File: config.mk
export PLATFORM = sky130hd
export DESIGN_NAME = tfpc_top
export DESIGN_NICKNAME = d
export VERILOG_FILES = /design/src/pkg/tfpc_pkg.sv /design/src/rtl/tfpc_top.sv
export VERILOG_INCLUDE_DIRS = /design/src /design/src/pkg
export SDC_FILE = /design/constraint.sdc
export NUM_CORES = 1
export LEC_CHECK = 0
export BUFFER_PORTS_ARGS = -buffer_cell sky130_fd_sc_hd__buf_2
export CORE_ASPECT_RATIO = 1.5
export CORE_MARGIN = 2
export CORE_UTILIZATION = 50
export DETAILED_ROUTE_END_ITERATION = 8
export GPL_ROUTABILITY_DRIVEN = 0
export PLACE_DENSITY_LB_ADDON = 0.25
export SYNTH_ARGS = -nofsm -noshare
export SYNTH_HDL_FRONTEND = slang
export SYNTH_SLANG_ARGS = --single-unit
File: constraint.sdc
create_clock -name clk_i -period 23 [get_ports clk_i]
set_input_delay 2.3 -clock clk_i [delete_from_list [all_inputs] [get_ports clk_i]]
set_output_delay 2.3 -clock clk_i [all_outputs]
set_load 0.01 [all_outputs]
File: src/pkg/tfpc_regs.svh
// register map, field positions, reset values and timing for the fan controller
`ifndef TFPC_REGS_SVH
`define TFPC_REGS_SVH
// =====================================================
// register offsets (byte addresses)
`define TFPC_ADR_FAN0_CFG 8'h00
`define TFPC_ADR_FAN1_CFG 8'h04
`define TFPC_ADR_LIMITS 8'h08
`define TFPC_ADR_THROTTLE 8'h0C
`define TFPC_ADR_STATUS 8'h10
`define TFPC_ADR_TEMPS 8'h14
`define TFPC_ADR_IRQ_STAT 8'h18
`define TFPC_ADR_IRQ_MASK 8'h1C
// =====================================================
// field positions
`define TFPC_CFG_MODE 0
`define TFPC_CFG_DUTY 3:1
`define TFPC_CFG_SRC 6:4
`define TFPC_LIM_LO 3:0
`define TFPC_LIM_MID 7:4
`define TFPC_LIM_UP 11:8
`define TFPC_LIM_CRIT 15:12
`define TFPC_LIM_HYST 17:16
`define TFPC_THR_EN 0
`define TFPC_THR_SRC 3:1
`define TFPC_STS_ZONE0 1:0
`define TFPC_STS_ZONE1 3:2
`define TFPC_STS_THR 4
`define TFPC_IRQ_THR 0
`define TFPC_IRQ_ZONE0 1
`define TFPC_IRQ_ZONE1 2
// =====================================================
// limit ranges in degrees celsius
`define TFPC_LO_BASE 8'h14
`define TFPC_MID_BASE 8'h28
`define TFPC_UP_BASE 8'h32
`define TFPC_CRIT_BASE 8'h3C
`define TFPC_LIM_STEP 8'h05
`define TFPC_LO_MAX 4'h8
`define TFPC_MID_MAX 4'h8
`define TFPC_UP_MAX 4'hA
`define TFPC_CRIT_MAX 4'hA
// =====================================================
// reset values
`define TFPC_RST_FAN0_CFG 7'h19
`define TFPC_RST_FAN1_CFG 7'h28
`define TFPC_RST_LIMITS 18'h18644
`define TFPC_RST_THROTTLE 4'h0
// =====================================================
// timing
`define TFPC_CLK_HZ 40000000
`define TFPC_PWM_HZ 25000
`define TFPC_DUTY_STEPS 7'h64
`endif

File: src/pkg/tfpc_pkg.sv
// types shared by the fan controller
package tfpc_pkg;
   typedef enum logic [1:0] {
      ZONE_STOPPED = 2'b00,
      ZONE_LOW = 2'b01,
      ZONE_MEDIUM = 2'b10,
      ZONE_FULL = 2'b11
   } tfpc_zone_t;

   typedef enum logic [2:0] {
      FIX_OFF = 3'b000,
      FIX_25 = 3'b001,
      FIX_50 = 3'b010,
      FIX_75 = 3'b011,
      FIX_100 = 3'b100
   } tfpc_fix_t;

   typedef struct packed {
      logic ack;
      logic [31:0] rdat;
      logic [1:0][6:0] cfg;
      logic [17:0] lim;
      logic [3:0] thr_cfg;
      logic [2:0][7:0] s1;
      logic [2:0][7:0] s2;
      logic [2:0][7:0] s3;
      logic [2:0][7:0] temp;
      tfpc_zone_t [1:0] zone;
      logic [11:0] pre;
      logic [6:0] step;
      logic [1:0][6:0] duty;
      logic [1:0] pwm;
      logic thr;
      logic [2:0] irq_st;
      logic [2:0] irq_mask;
      logic irq;
   } tfpc_state_t;
endpackage

File: src/rtl/tfpc_top.sv
// thermal fan pwm controller with wishbone registers and throttle request
//
// Design decisions made here: the placing of the registers and the Wishbone slave port.
`timescale 1ns/10ps
`default_nettype none
`include "tfpc_regs.svh"

// Operation
// - two fan outputs, processor and system, each configured on its own
// - fixed mode drives off, 25, 50, 75 or 100 percent duty
// - temperature mode maps four zones to fixed duty levels
// - running levels are low 25, medium 50, full 100 percent
// - below lower limit the fan is stopped; at it low duty
// - from middle limit up to upper limit medium duty
// - at or above upper limit full duty
// - lower limit 20 to 60 degrees in 5 degree steps
// - middle limit 40 to 80 degrees in 5 degree steps
// - upper limit 50 to 100 degrees in 5 degree steps
// - stepping down waits until temperature falls limit minus hysteresis 2..8
// - per fan enables for processor, board and memory sensors
// - hottest enabled sensor picks the zone
// - throttle request when enabled source reaches critical limit 60..110
// - throttling has global enable plus per sensor enables
// - system fan resets into fixed duty mode
module tfpc_top
   import tfpc_pkg::*;
#(
   parameter int PWM_HZ = `TFPC_PWM_HZ
) (
   input wire logic clk_i,
   input wire logic sys_rst_i,
   input wire logic wb_cyc_i,
   input wire logic wb_stb_i,
   input wire logic wb_we_i,
   input wire logic [7:0] wb_adr_i,
   input wire logic [31:0] wb_dat_i,
   input wire logic [3:0] wb_sel_i,
   output logic [31:0] wb_dat_o,
   output logic wb_ack_o,
   input wire logic [7:0] temp_cpu_i,
   input wire logic [7:0] temp_board_i,
   input wire logic [7:0] temp_mem_i,
   output logic fan_cpu_pwm_o,
   output logic fan_sys_pwm_o,
   output logic throttle_o,
   output logic irq_o
);

   // =====================================================
   // timing
   localparam int PRESCALE = `TFPC_CLK_HZ / (PWM_HZ * int'(`TFPC_DUTY_STEPS));
   localparam logic [11:0] PRE_LAST = 12'(PRESCALE - 1);

   generate
      if (PRESCALE < 1 || PRESCALE > 4096) begin : g_bad_rate
         $error("pwm rate out of range for the prescaler");
      end
   endgenerate

   localparam tfpc_state_t RST_STATE = '{
      ack: 1'b0,
      rdat: 32'h0,
      cfg: {`TFPC_RST_FAN1_CFG, `TFPC_RST_FAN0_CFG},
      lim: `TFPC_RST_LIMITS,
      thr_cfg: `TFPC_RST_THROTTLE,
      s1: 24'h0,
      s2: 24'h0,
      s3: 24'h0,
      temp: 24'h0,
      zone: {ZONE_STOPPED, ZONE_STOPPED},
      pre: 12'h0,
      step: 7'h0,
      duty: 14'h0,
      pwm: 2'b00,
      thr: 1'b0,
      irq_st: 3'h0,
      irq_mask: 3'h0,
      irq: 1'b0
   };

   // =====================================================
   // helpers
   function automatic logic [3:0] clamp_idx(input logic [3:0] v, input logic [3:0] mx);
      clamp_idx = (v > mx) ? mx : v;
   endfunction

   function automatic logic [8:0] lim_deg(input logic [7:0] base, input logic [3:0] idx);
      lim_deg = {1'b0, 8'(base + 8'({4'h0, idx} * `TFPC_LIM_STEP))};
   endfunction

   function automatic logic [31:0] merge(input logic [31:0] old, input logic [31:0] nw,
                                         input logic [3:0] sel);
      logic [31:0] r;
      r = old;
      for (int b = 0; b < 4; b++) begin
         if (sel[b]) begin
            r[b*8 +: 8] = nw[b*8 +: 8];
         end
      end
      merge = r;
   endfunction

   function automatic logic [7:0] hottest(input logic [2:0][7:0] t, input logic [2:0] en);
      logic [7:0] m;
      m = 8'h0;
      for (int i = 0; i < 3; i++) begin
         if (en[i] && t[i] > m) begin
            m = t[i];
         end
      end
      hottest = m;
   endfunction

   function automatic tfpc_zone_t zone_of(input logic [8:0] t, input logic [8:0] lo,
                                          input logic [8:0] mi, input logic [8:0] up);
      if (t >= up) begin
         zone_of = ZONE_FULL;
      end else if (t >= mi) begin
         zone_of = ZONE_MEDIUM;
      end else if (t >= lo) begin
         zone_of = ZONE_LOW;
      end else begin
         zone_of = ZONE_STOPPED;
      end
   endfunction

   function automatic logic [6:0] zone_duty(input tfpc_zone_t z);
      unique case (z)
         ZONE_STOPPED: zone_duty = 7'h00;
         ZONE_LOW: zone_duty = 7'h19;
         ZONE_MEDIUM: zone_duty = 7'h32;
         ZONE_FULL: zone_duty = `TFPC_DUTY_STEPS;
      endcase
   endfunction

   function automatic logic [6:0] fix_duty(input logic [2:0] c);
      unique case (c)
         FIX_OFF: fix_duty = 7'h00;
         FIX_25: fix_duty = 7'h19;
         FIX_50: fix_duty = 7'h32;
         FIX_75: fix_duty = 7'h4B;
         FIX_100: fix_duty = `TFPC_DUTY_STEPS;
         // unused codes fail safe to full speed
         default: fix_duty = `TFPC_DUTY_STEPS;
      endcase
   endfunction

   // =====================================================
   // state
   tfpc_state_t st_ff;
   tfpc_state_t nxt_st;

   logic req;
   logic [31:0] rd;
   logic [31:0] wv;
   logic [8:0] lo_deg;
   logic [8:0] mid_deg;
   logic [8:0] up_deg;
   logic [8:0] crit_deg;
   logic [8:0] hyst_deg;
   logic [8:0] hot;
   logic [2:0] ev;
   logic [2:0] clr;
   logic wrap;
   tfpc_zone_t raw_z;
   tfpc_zone_t hys_z;
   logic [1:0][6:0] target;
   logic [2:0] crit_hit;

   always_comb begin
      nxt_st = st_ff;
      ev = 3'h0;
      clr = 3'h0;
      target = 14'h0;
      raw_z = ZONE_STOPPED;
      hys_z = ZONE_STOPPED;
      hot = 9'h0;
      crit_hit = 3'h0;

      lo_deg = lim_deg(`TFPC_LO_BASE, st_ff.lim[`TFPC_LIM_LO]);
      mid_deg = lim_deg(`TFPC_MID_BASE, st_ff.lim[`TFPC_LIM_MID]);
      up_deg = lim_deg(`TFPC_UP_BASE, st_ff.lim[`TFPC_LIM_UP]);
      crit_deg = lim_deg(`TFPC_CRIT_BASE, st_ff.lim[`TFPC_LIM_CRIT]);
      hyst_deg = {6'h0, st_ff.lim[`TFPC_LIM_HYST], 1'b0} + 9'h002;

      // =====================================================
      // wishbone slave, one wait state
      req = wb_cyc_i & wb_stb_i & ~st_ff.ack;
      nxt_st.ack = req;
      case (wb_adr_i)
         `TFPC_ADR_FAN0_CFG: rd = {25'h0, st_ff.cfg[0]};
         `TFPC_ADR_FAN1_CFG: rd = {25'h0, st_ff.cfg[1]};
         `TFPC_ADR_LIMITS: rd = {14'h0, st_ff.lim};
         `TFPC_ADR_THROTTLE: rd = {28'h0, st_ff.thr_cfg};
         `TFPC_ADR_STATUS: rd = {27'h0, st_ff.thr, st_ff.zone[1], st_ff.zone[0]};
         `TFPC_ADR_TEMPS: rd = {8'h0, st_ff.temp[2], st_ff.temp[1], st_ff.temp[0]};
         `TFPC_ADR_IRQ_STAT: rd = {29'h0, st_ff.irq_st};
         `TFPC_ADR_IRQ_MASK: rd = {29'h0, st_ff.irq_mask};
         // unmapped reads zero, writes dropped, still acked
         default: rd = 32'h0;
      endcase
      wv = merge(rd, wb_dat_i, wb_sel_i);
      nxt_st.rdat = (req & ~wb_we_i) ? rd : 32'h0;
      if (req & wb_we_i) begin
         case (wb_adr_i)
            `TFPC_ADR_FAN0_CFG: nxt_st.cfg[0] = wv[6:0];
            `TFPC_ADR_FAN1_CFG: nxt_st.cfg[1] = wv[6:0];
            `TFPC_ADR_LIMITS: begin
               // out of range selections clamp to the top step
               nxt_st.lim[`TFPC_LIM_LO] = clamp_idx(wv[`TFPC_LIM_LO], `TFPC_LO_MAX);
               nxt_st.lim[`TFPC_LIM_MID] = clamp_idx(wv[`TFPC_LIM_MID], `TFPC_MID_MAX);
               nxt_st.lim[`TFPC_LIM_UP] = clamp_idx(wv[`TFPC_LIM_UP], `TFPC_UP_MAX);
               nxt_st.lim[`TFPC_LIM_CRIT] = clamp_idx(wv[`TFPC_LIM_CRIT], `TFPC_CRIT_MAX);
               nxt_st.lim[`TFPC_LIM_HYST] = wv[`TFPC_LIM_HYST];
            end
            `TFPC_ADR_THROTTLE: nxt_st.thr_cfg = wv[3:0];
            `TFPC_ADR_IRQ_STAT: clr = wv[2:0];
            `TFPC_ADR_IRQ_MASK: nxt_st.irq_mask = wv[2:0];
            default: ;
         endcase
      end

      // =====================================================
      // sensor inputs: three stages, accept on agreement
      nxt_st.s1 = {temp_mem_i, temp_board_i, temp_cpu_i};
      nxt_st.s2 = st_ff.s1;
      nxt_st.s3 = st_ff.s2;
      for (int i = 0; i < 3; i++) begin
         if (st_ff.s2[i] == st_ff.s3[i]) begin
            nxt_st.temp[i] = st_ff.s3[i];
         end
      end

      // =====================================================
      // zone tracking per fan
      for (int f = 0; f < 2; f++) begin
         hot = {1'b0, hottest(st_ff.temp, st_ff.cfg[f][`TFPC_CFG_SRC])};
         raw_z = zone_of(hot, lo_deg, mid_deg, up_deg);
         hys_z = zone_of(hot + hyst_deg, lo_deg, mid_deg, up_deg);
         // rise at once, fall past hysteresis
         if (raw_z >= st_ff.zone[f]) begin
            nxt_st.zone[f] = raw_z;
         end else if (hys_z < st_ff.zone[f]) begin
            nxt_st.zone[f] = hys_z;
         end
         if (st_ff.cfg[f][`TFPC_CFG_MODE]) begin
            target[f] = zone_duty(st_ff.zone[f]);
            ev[`TFPC_IRQ_ZONE0 + f] = (nxt_st.zone[f] != st_ff.zone[f]);
         end else begin
            target[f] = fix_duty(st_ff.cfg[f][`TFPC_CFG_DUTY]);
         end
      end

      // =====================================================
      // pwm period and boundary update
      wrap = (st_ff.pre == PRE_LAST) && (st_ff.step == `TFPC_DUTY_STEPS - 7'h01);
      if (st_ff.pre == PRE_LAST) begin
         nxt_st.pre = 12'h0;
         nxt_st.step = wrap ? 7'h00 : st_ff.step + 7'h01;
      end else begin
         nxt_st.pre = st_ff.pre + 12'h001;
      end
      if (wrap) begin
         nxt_st.duty = target;
      end
      for (int f = 0; f < 2; f++) begin
         nxt_st.pwm[f] = nxt_st.step < nxt_st.duty[f];
      end

      // =====================================================
      // critical compare per source
      for (int i = 0; i < 3; i++) begin
         crit_hit[i] = ({1'b0, st_ff.temp[i]} >= crit_deg);
      end
      nxt_st.thr = st_ff.thr_cfg[`TFPC_THR_EN] & |(crit_hit & st_ff.thr_cfg[`TFPC_THR_SRC]);
      ev[`TFPC_IRQ_THR] = nxt_st.thr & ~st_ff.thr;

      // new events beat a simultaneous clear
      nxt_st.irq_st = (st_ff.irq_st & ~clr) | ev;
      nxt_st.irq = |(nxt_st.irq_st & nxt_st.irq_mask);
   end

   always_ff @(posedge clk_i) begin
      if (sys_rst_i) begin
         st_ff <= RST_STATE;
      end else begin
         st_ff <= nxt_st;
      end
   end

   assign wb_ack_o = st_ff.ack;
   assign wb_dat_o = st_ff.rdat;
   assign fan_cpu_pwm_o = st_ff.pwm[0];
   assign fan_sys_pwm_o = st_ff.pwm[1];
   assign throttle_o = st_ff.thr;
   assign irq_o = st_ff.irq;

endmodule
`default_nettype wire

==> impl_metrics.xml <==
<?xml version="1.0" encoding="UTF-8"?>
<metrics>
  <group name="critical_path">
    <metric name="timing.critical_path.required" unit="ns">23.34</metric>
    <metric name="cp_data_arrival_time" unit="ns">9.25</metric>
    <metric name="crit_path_start_kind" unit="">flop</metric>
    <metric name="cp_max_fo" unit="">16</metric>
    <metric name="crit_path_category" unit="">reg -&gt; reg</metric>
    <metric name="endpoint_kind" unit="">flop</metric>
    <metric name="critical_path.most_common_cell" unit="">a21oi_1</metric>
    <metric name="cpPeakStageDelay" unit="ns">0.62</metric>
    <metric name="crit_path_top_delay_cell" unit="">nor2_1</metric>
  </group>
  <group name="timing">
    <metric name="max_slew.worst_pin.slew" unit="ns">1.12</metric>
    <metric name="finalWorstPathRequiredPeriod" unit="ns">8.91</metric>
    <metric name="period_share" unit="%">38.7</metric>
    <metric name="drv_slew" unit="">0</metric>
    <metric name="timing.setup.tns" unit="ns">0</metric>
    <metric name="grt_setup_unrepaired" unit="">false</metric>
    <metric name="setup-violations-final" unit="">0</metric>
    <metric name="timing.max_slew.rel_slack" unit="%">24.9</metric>
    <metric name="max_freq" unit="MHz">112</metric>
    <metric name="skew" unit="ns">0.0184</metric>
    <metric name="hold_violations" unit="">0</metric>
  </group>
  <group name="outcome">
    <metric name="status" unit="">complete, no violations</metric>
  </group>
  <group name="synthesis">
    <metric name="ys_seq_elements" unit="">204</metric>
    <metric name="syn_area" unit="sq um">13500</metric>
    <metric name="combinational_family_with_the_most_area_after_synthesis" unit="">adder cells</metric>
    <metric name="synthesized_instance_count" unit="">1527</metric>
    <metric name="synth.mux.area_fraction" unit="%">4.94</metric>
    <metric name="area_fraction_in_compound_gates_after_synthesis" unit="%">15.7</metric>
    <metric name="synth_adder_area_share" unit="%">20.7</metric>
    <metric name="synth_async_sr_flop_share" unit="%">0</metric>
    <metric name="seq_area_frac_synth" unit="%">30.3</metric>
    <metric name="synth-xor-area-share" unit="%">4.03</metric>
    <metric name="synth_cell_type_count" unit="">83</metric>
    <metric name="syn_avg_cell_area" unit="sq um">8.82</metric>
    <metric name="synth-edff-count" unit="">0</metric>
    <metric name="yosys.area_share.simple" unit="%">18.8</metric>
    <metric name="synthFlopType" unit="">dfxtp_1</metric>
    <metric name="synthesis.yosys.warnings" unit="">0</metric>
  </group>
  <group name="final_layout">
    <metric name="synthToLayoutAreaGrowth" unit="%">8.15</metric>
    <metric name="layout.cells.most_common_list" unit="">ha_1, dfxtp_1, nor2_1</metric>
    <metric name="drive_gt1_share" unit="%">9.70</metric>
    <metric name="layout_commonest_cell" unit="">ha_1</metric>
    <metric name="stdcell_count" unit="">1914</metric>
    <metric name="design.final.nets" unit="">1857</metric>
    <metric name="ant_diodes" unit="">0</metric>
    <metric name="seq_area" unit="sq um">4080</metric>
    <metric name="area_of_the_multi_input_gates" unit="sq um">8680</metric>
    <metric name="fillCellCount" unit="">2490</metric>
  </group>
  <group name="detailed_routing">
    <metric name="avgRoutedWirePerCell" unit="um">16.9</metric>
    <metric name="finalWirelength" unit="um">32300</metric>
    <metric name="detail_route.first_pass.iterations" unit="">5</metric>
    <metric name="drtIter0Drc" unit="">511</metric>
    <metric name="ant_nets" unit="">0</metric>
    <metric name="vias" unit="">10800</metric>
    <metric name="drt_drc_violations_left" unit="">0</metric>
    <metric name="vias_per_cell" unit="">5.66</metric>
  </group>
  <group name="place">
    <metric name="io_buffer_count" unit="">86</metric>
    <metric name="hpwl" unit="um">25100</metric>
    <metric name="post-place-cells" unit="">1880</metric>
  </group>
  <group name="power">
    <metric name="pwr-share-comb" unit="%">7.0</metric>
    <metric name="power.share.sequential" unit="%">50.0</metric>
    <metric name="fraction_of_power_spent_switching_nets" unit="%">22.8</metric>
    <metric name="power_density" unit="nW/um^2">50.1</metric>
    <metric name="power.internal" unit="uW">564</metric>
    <metric name="power.share.clock" unit="%">43.0</metric>
    <metric name="cell_leakage_power" unit="nW">6.81</metric>
    <metric name="power.ir.vdd_worst" unit="V">0.0000548</metric>
    <metric name="power.switching" unit="uW">166</metric>
  </group>
  <group name="cts">
    <metric name="cts_buffers" unit="">20</metric>
    <metric name="cts_setup_buffers" unit="">0</metric>
    <metric name="tritoncts" unit="">built</metric>
    <metric name="numClockSinks" unit="">204</metric>
    <metric name="clock_tree.htree_level_count" unit="">1</metric>
    <metric name="cts_resized" unit="">0</metric>
    <metric name="cts.root.buffer_cell" unit="">clkbuf_16</metric>
    <metric name="cts_buffer_depth" unit="">3</metric>
    <metric name="clock_edge_transition_at_the_registers_on_the_reported_setup_and_hold_paths" unit="ns">0.06</metric>
    <metric name="insertion_delay" unit="ns">0.50</metric>
    <metric name="cts_hold_repair.buffers" unit="">0</metric>
  </group>
  <group name="global_route">
    <metric name="grt_first_pass_wirelength" unit="um">52300</metric>
    <metric name="grt_max_degree" unit="">76</metric>
    <metric name="antenna_found_initial" unit="">0</metric>
    <metric name="grt_pass1_vias" unit="">10400</metric>
    <metric name="global_route.usage.total" unit="%">22.7</metric>
    <metric name="gr-total-overflow" unit="">0</metric>
  </group>
  <group name="floorplan">
    <metric name="top_level_ports" unit="">110</metric>
    <metric name="die_footprint" unit="sq um">28300</metric>
    <metric name="die_y" unit="um">205</metric>
    <metric name="area_of_the_core_region" unit="sq um">26500</metric>
    <metric name="rows" unit="">73</metric>
    <metric name="effective_utilization_at_floorplan" unit="%">50.9</metric>
    <metric name="chipWidth" unit="um">138</metric>
  </group>
  <group name="min_path">
    <metric name="min_path_type" unit="">reg -&gt; reg</metric>
  </group>
  <group name="run">
    <metric name="max_cap_violations" unit="">0</metric>
  </group>
</metrics>
Yosys cell counts (12+ instances only):
master    instances  share of area [%]
o21ai_1          13               0.48
clkbuf_1         32               0.89
dfxtp_1         204                 30
a21oi_1         103                3.8
o21a_1           12               0.67
and3_1           12               0.56
a211oi_1         16               0.89
mux2i_1          53                3.9
a31oi_1          21               0.98
xor2_1           38                2.5
a22oi_1          12               0.67
nand4_1          15               0.70
a21o_1           27                1.5
inv_1            72                2.0
ha_1            212                 20
nor2b_1         100                4.6
nor2_1          157                4.4
nand2b_1         15               0.70
nor3_1           21               0.78
o21ai_0          44                1.6
buf_4            34                1.9
nand2_1          92                2.6
and2_1           16               0.74
nand3_1          31                1.2
xnor2_1          24                1.6
power by group through the flow:
| stage | Sequential (mW) | Combinational, mW | Clock [mW] |
|---|---|---|---|
| 3_5_place_dp | 0.373 | 0.0513 | 0 |
| 5_1_grt | 0.366 | 0.0574 | 0.335 |
| 6_report | 0.365 | 0.0513 | 0.314 |
| 3_3_place_gp | 0.373 | 0.0502 | 0 |
| 2_1_floorplan | 0.371 | 0.0392 | 0 |
| 4_1_cts | 0.365 | 0.0515 | 0.322 |
layer usage:
metal  part of all wire [%]  global-route usage [%]  vias up
met2                     50                    42.1      236
met1                     40                    25.0     5074
met4                    6.0                    13.5        0
met3                    3.7                    2.17       86
met5                      0                       0        -
li1                       -                       -     5437
final cells by class:
type	instances	share of cell area (%)
well taps	337	2.89
flip-flops and latches	204	28.0
inverters	72	1.85
clock inverters	2	0.172
multi-input cells	1175	59.6
clock buffers	32	4.16
repair buffers	92	3.28
path summary, 6_finish.rpt:
check / depth (start not counted) / startpoint / slack [ns] / end
min reg2reg: 1 / nxt_st[96] / 0.42 / nxt_st[72]
max: 35 / st_ff[169] / 14.09 / irq_o
min: 1 / nxt_st[96] / 0.42 / nxt_st[72]
max reg2reg: 35 / st_ff[169] / 14.09 / irq_o
worst max-delay path: cells and delay by family (launching register included):
kind | cells | cell delay, ns
XOR/XNOR | 1 | 0.44
adder cells (fa/ha/maj) | 6 | 1.95
AO/OA/AOI/OAI | 17 | 4.03
flip-flops | 1 | 0.55
buffers and inverters | 3 | 0.21
AND/OR/NAND/NOR | 8 | 1.56
logic make-up after synthesis:
kind of cell / Yosys count
simple gates: 501
compound gates: 320
fa+ha+maj: 219
flops: 204
buf+inv: 155
mux: 65
xor+xnor: 62
other cells: 1
registers in the layout, indices dropped and copies added (netlist names):
| register | count |
|---|---|
| nxt_st | 48 |
| irq_o | 1 |
| st_ff | 127 |
| wb_ack_o | 1 |
| throttle_o | 1 |
| wb_dat_o | 24 |
| fan_sys_pwm_o | 1 |
| fan_cpu_pwm_o | 1 |
through the flow:
| step | setup slack (ns) | utilization, % | cell area [sq um] | hold slack (ns) | power (mW) |
|---|---|---|---|---|---|
| 2_1_floorplan | 15.79 | - | 13500 | 0.413 | 0.410 |
| 3_3_place_gp | 14.45 | 52.6 | 13900 | 0.420 | 0.423 |
| 3_5_place_dp | 14.32 | 52.6 | 13900 | 0.420 | 0.424 |
| 4_1_cts | 14.30 | 55.0 | 14600 | 0.426 | 0.739 |
| 5_1_grt | 13.52 | 55.0 | 14600 | 0.447 | 0.758 |
| 6_report | 14.09 | 55.0 | 14600 | 0.419 | 0.730 |
Power figures use the tool's default switching activity.
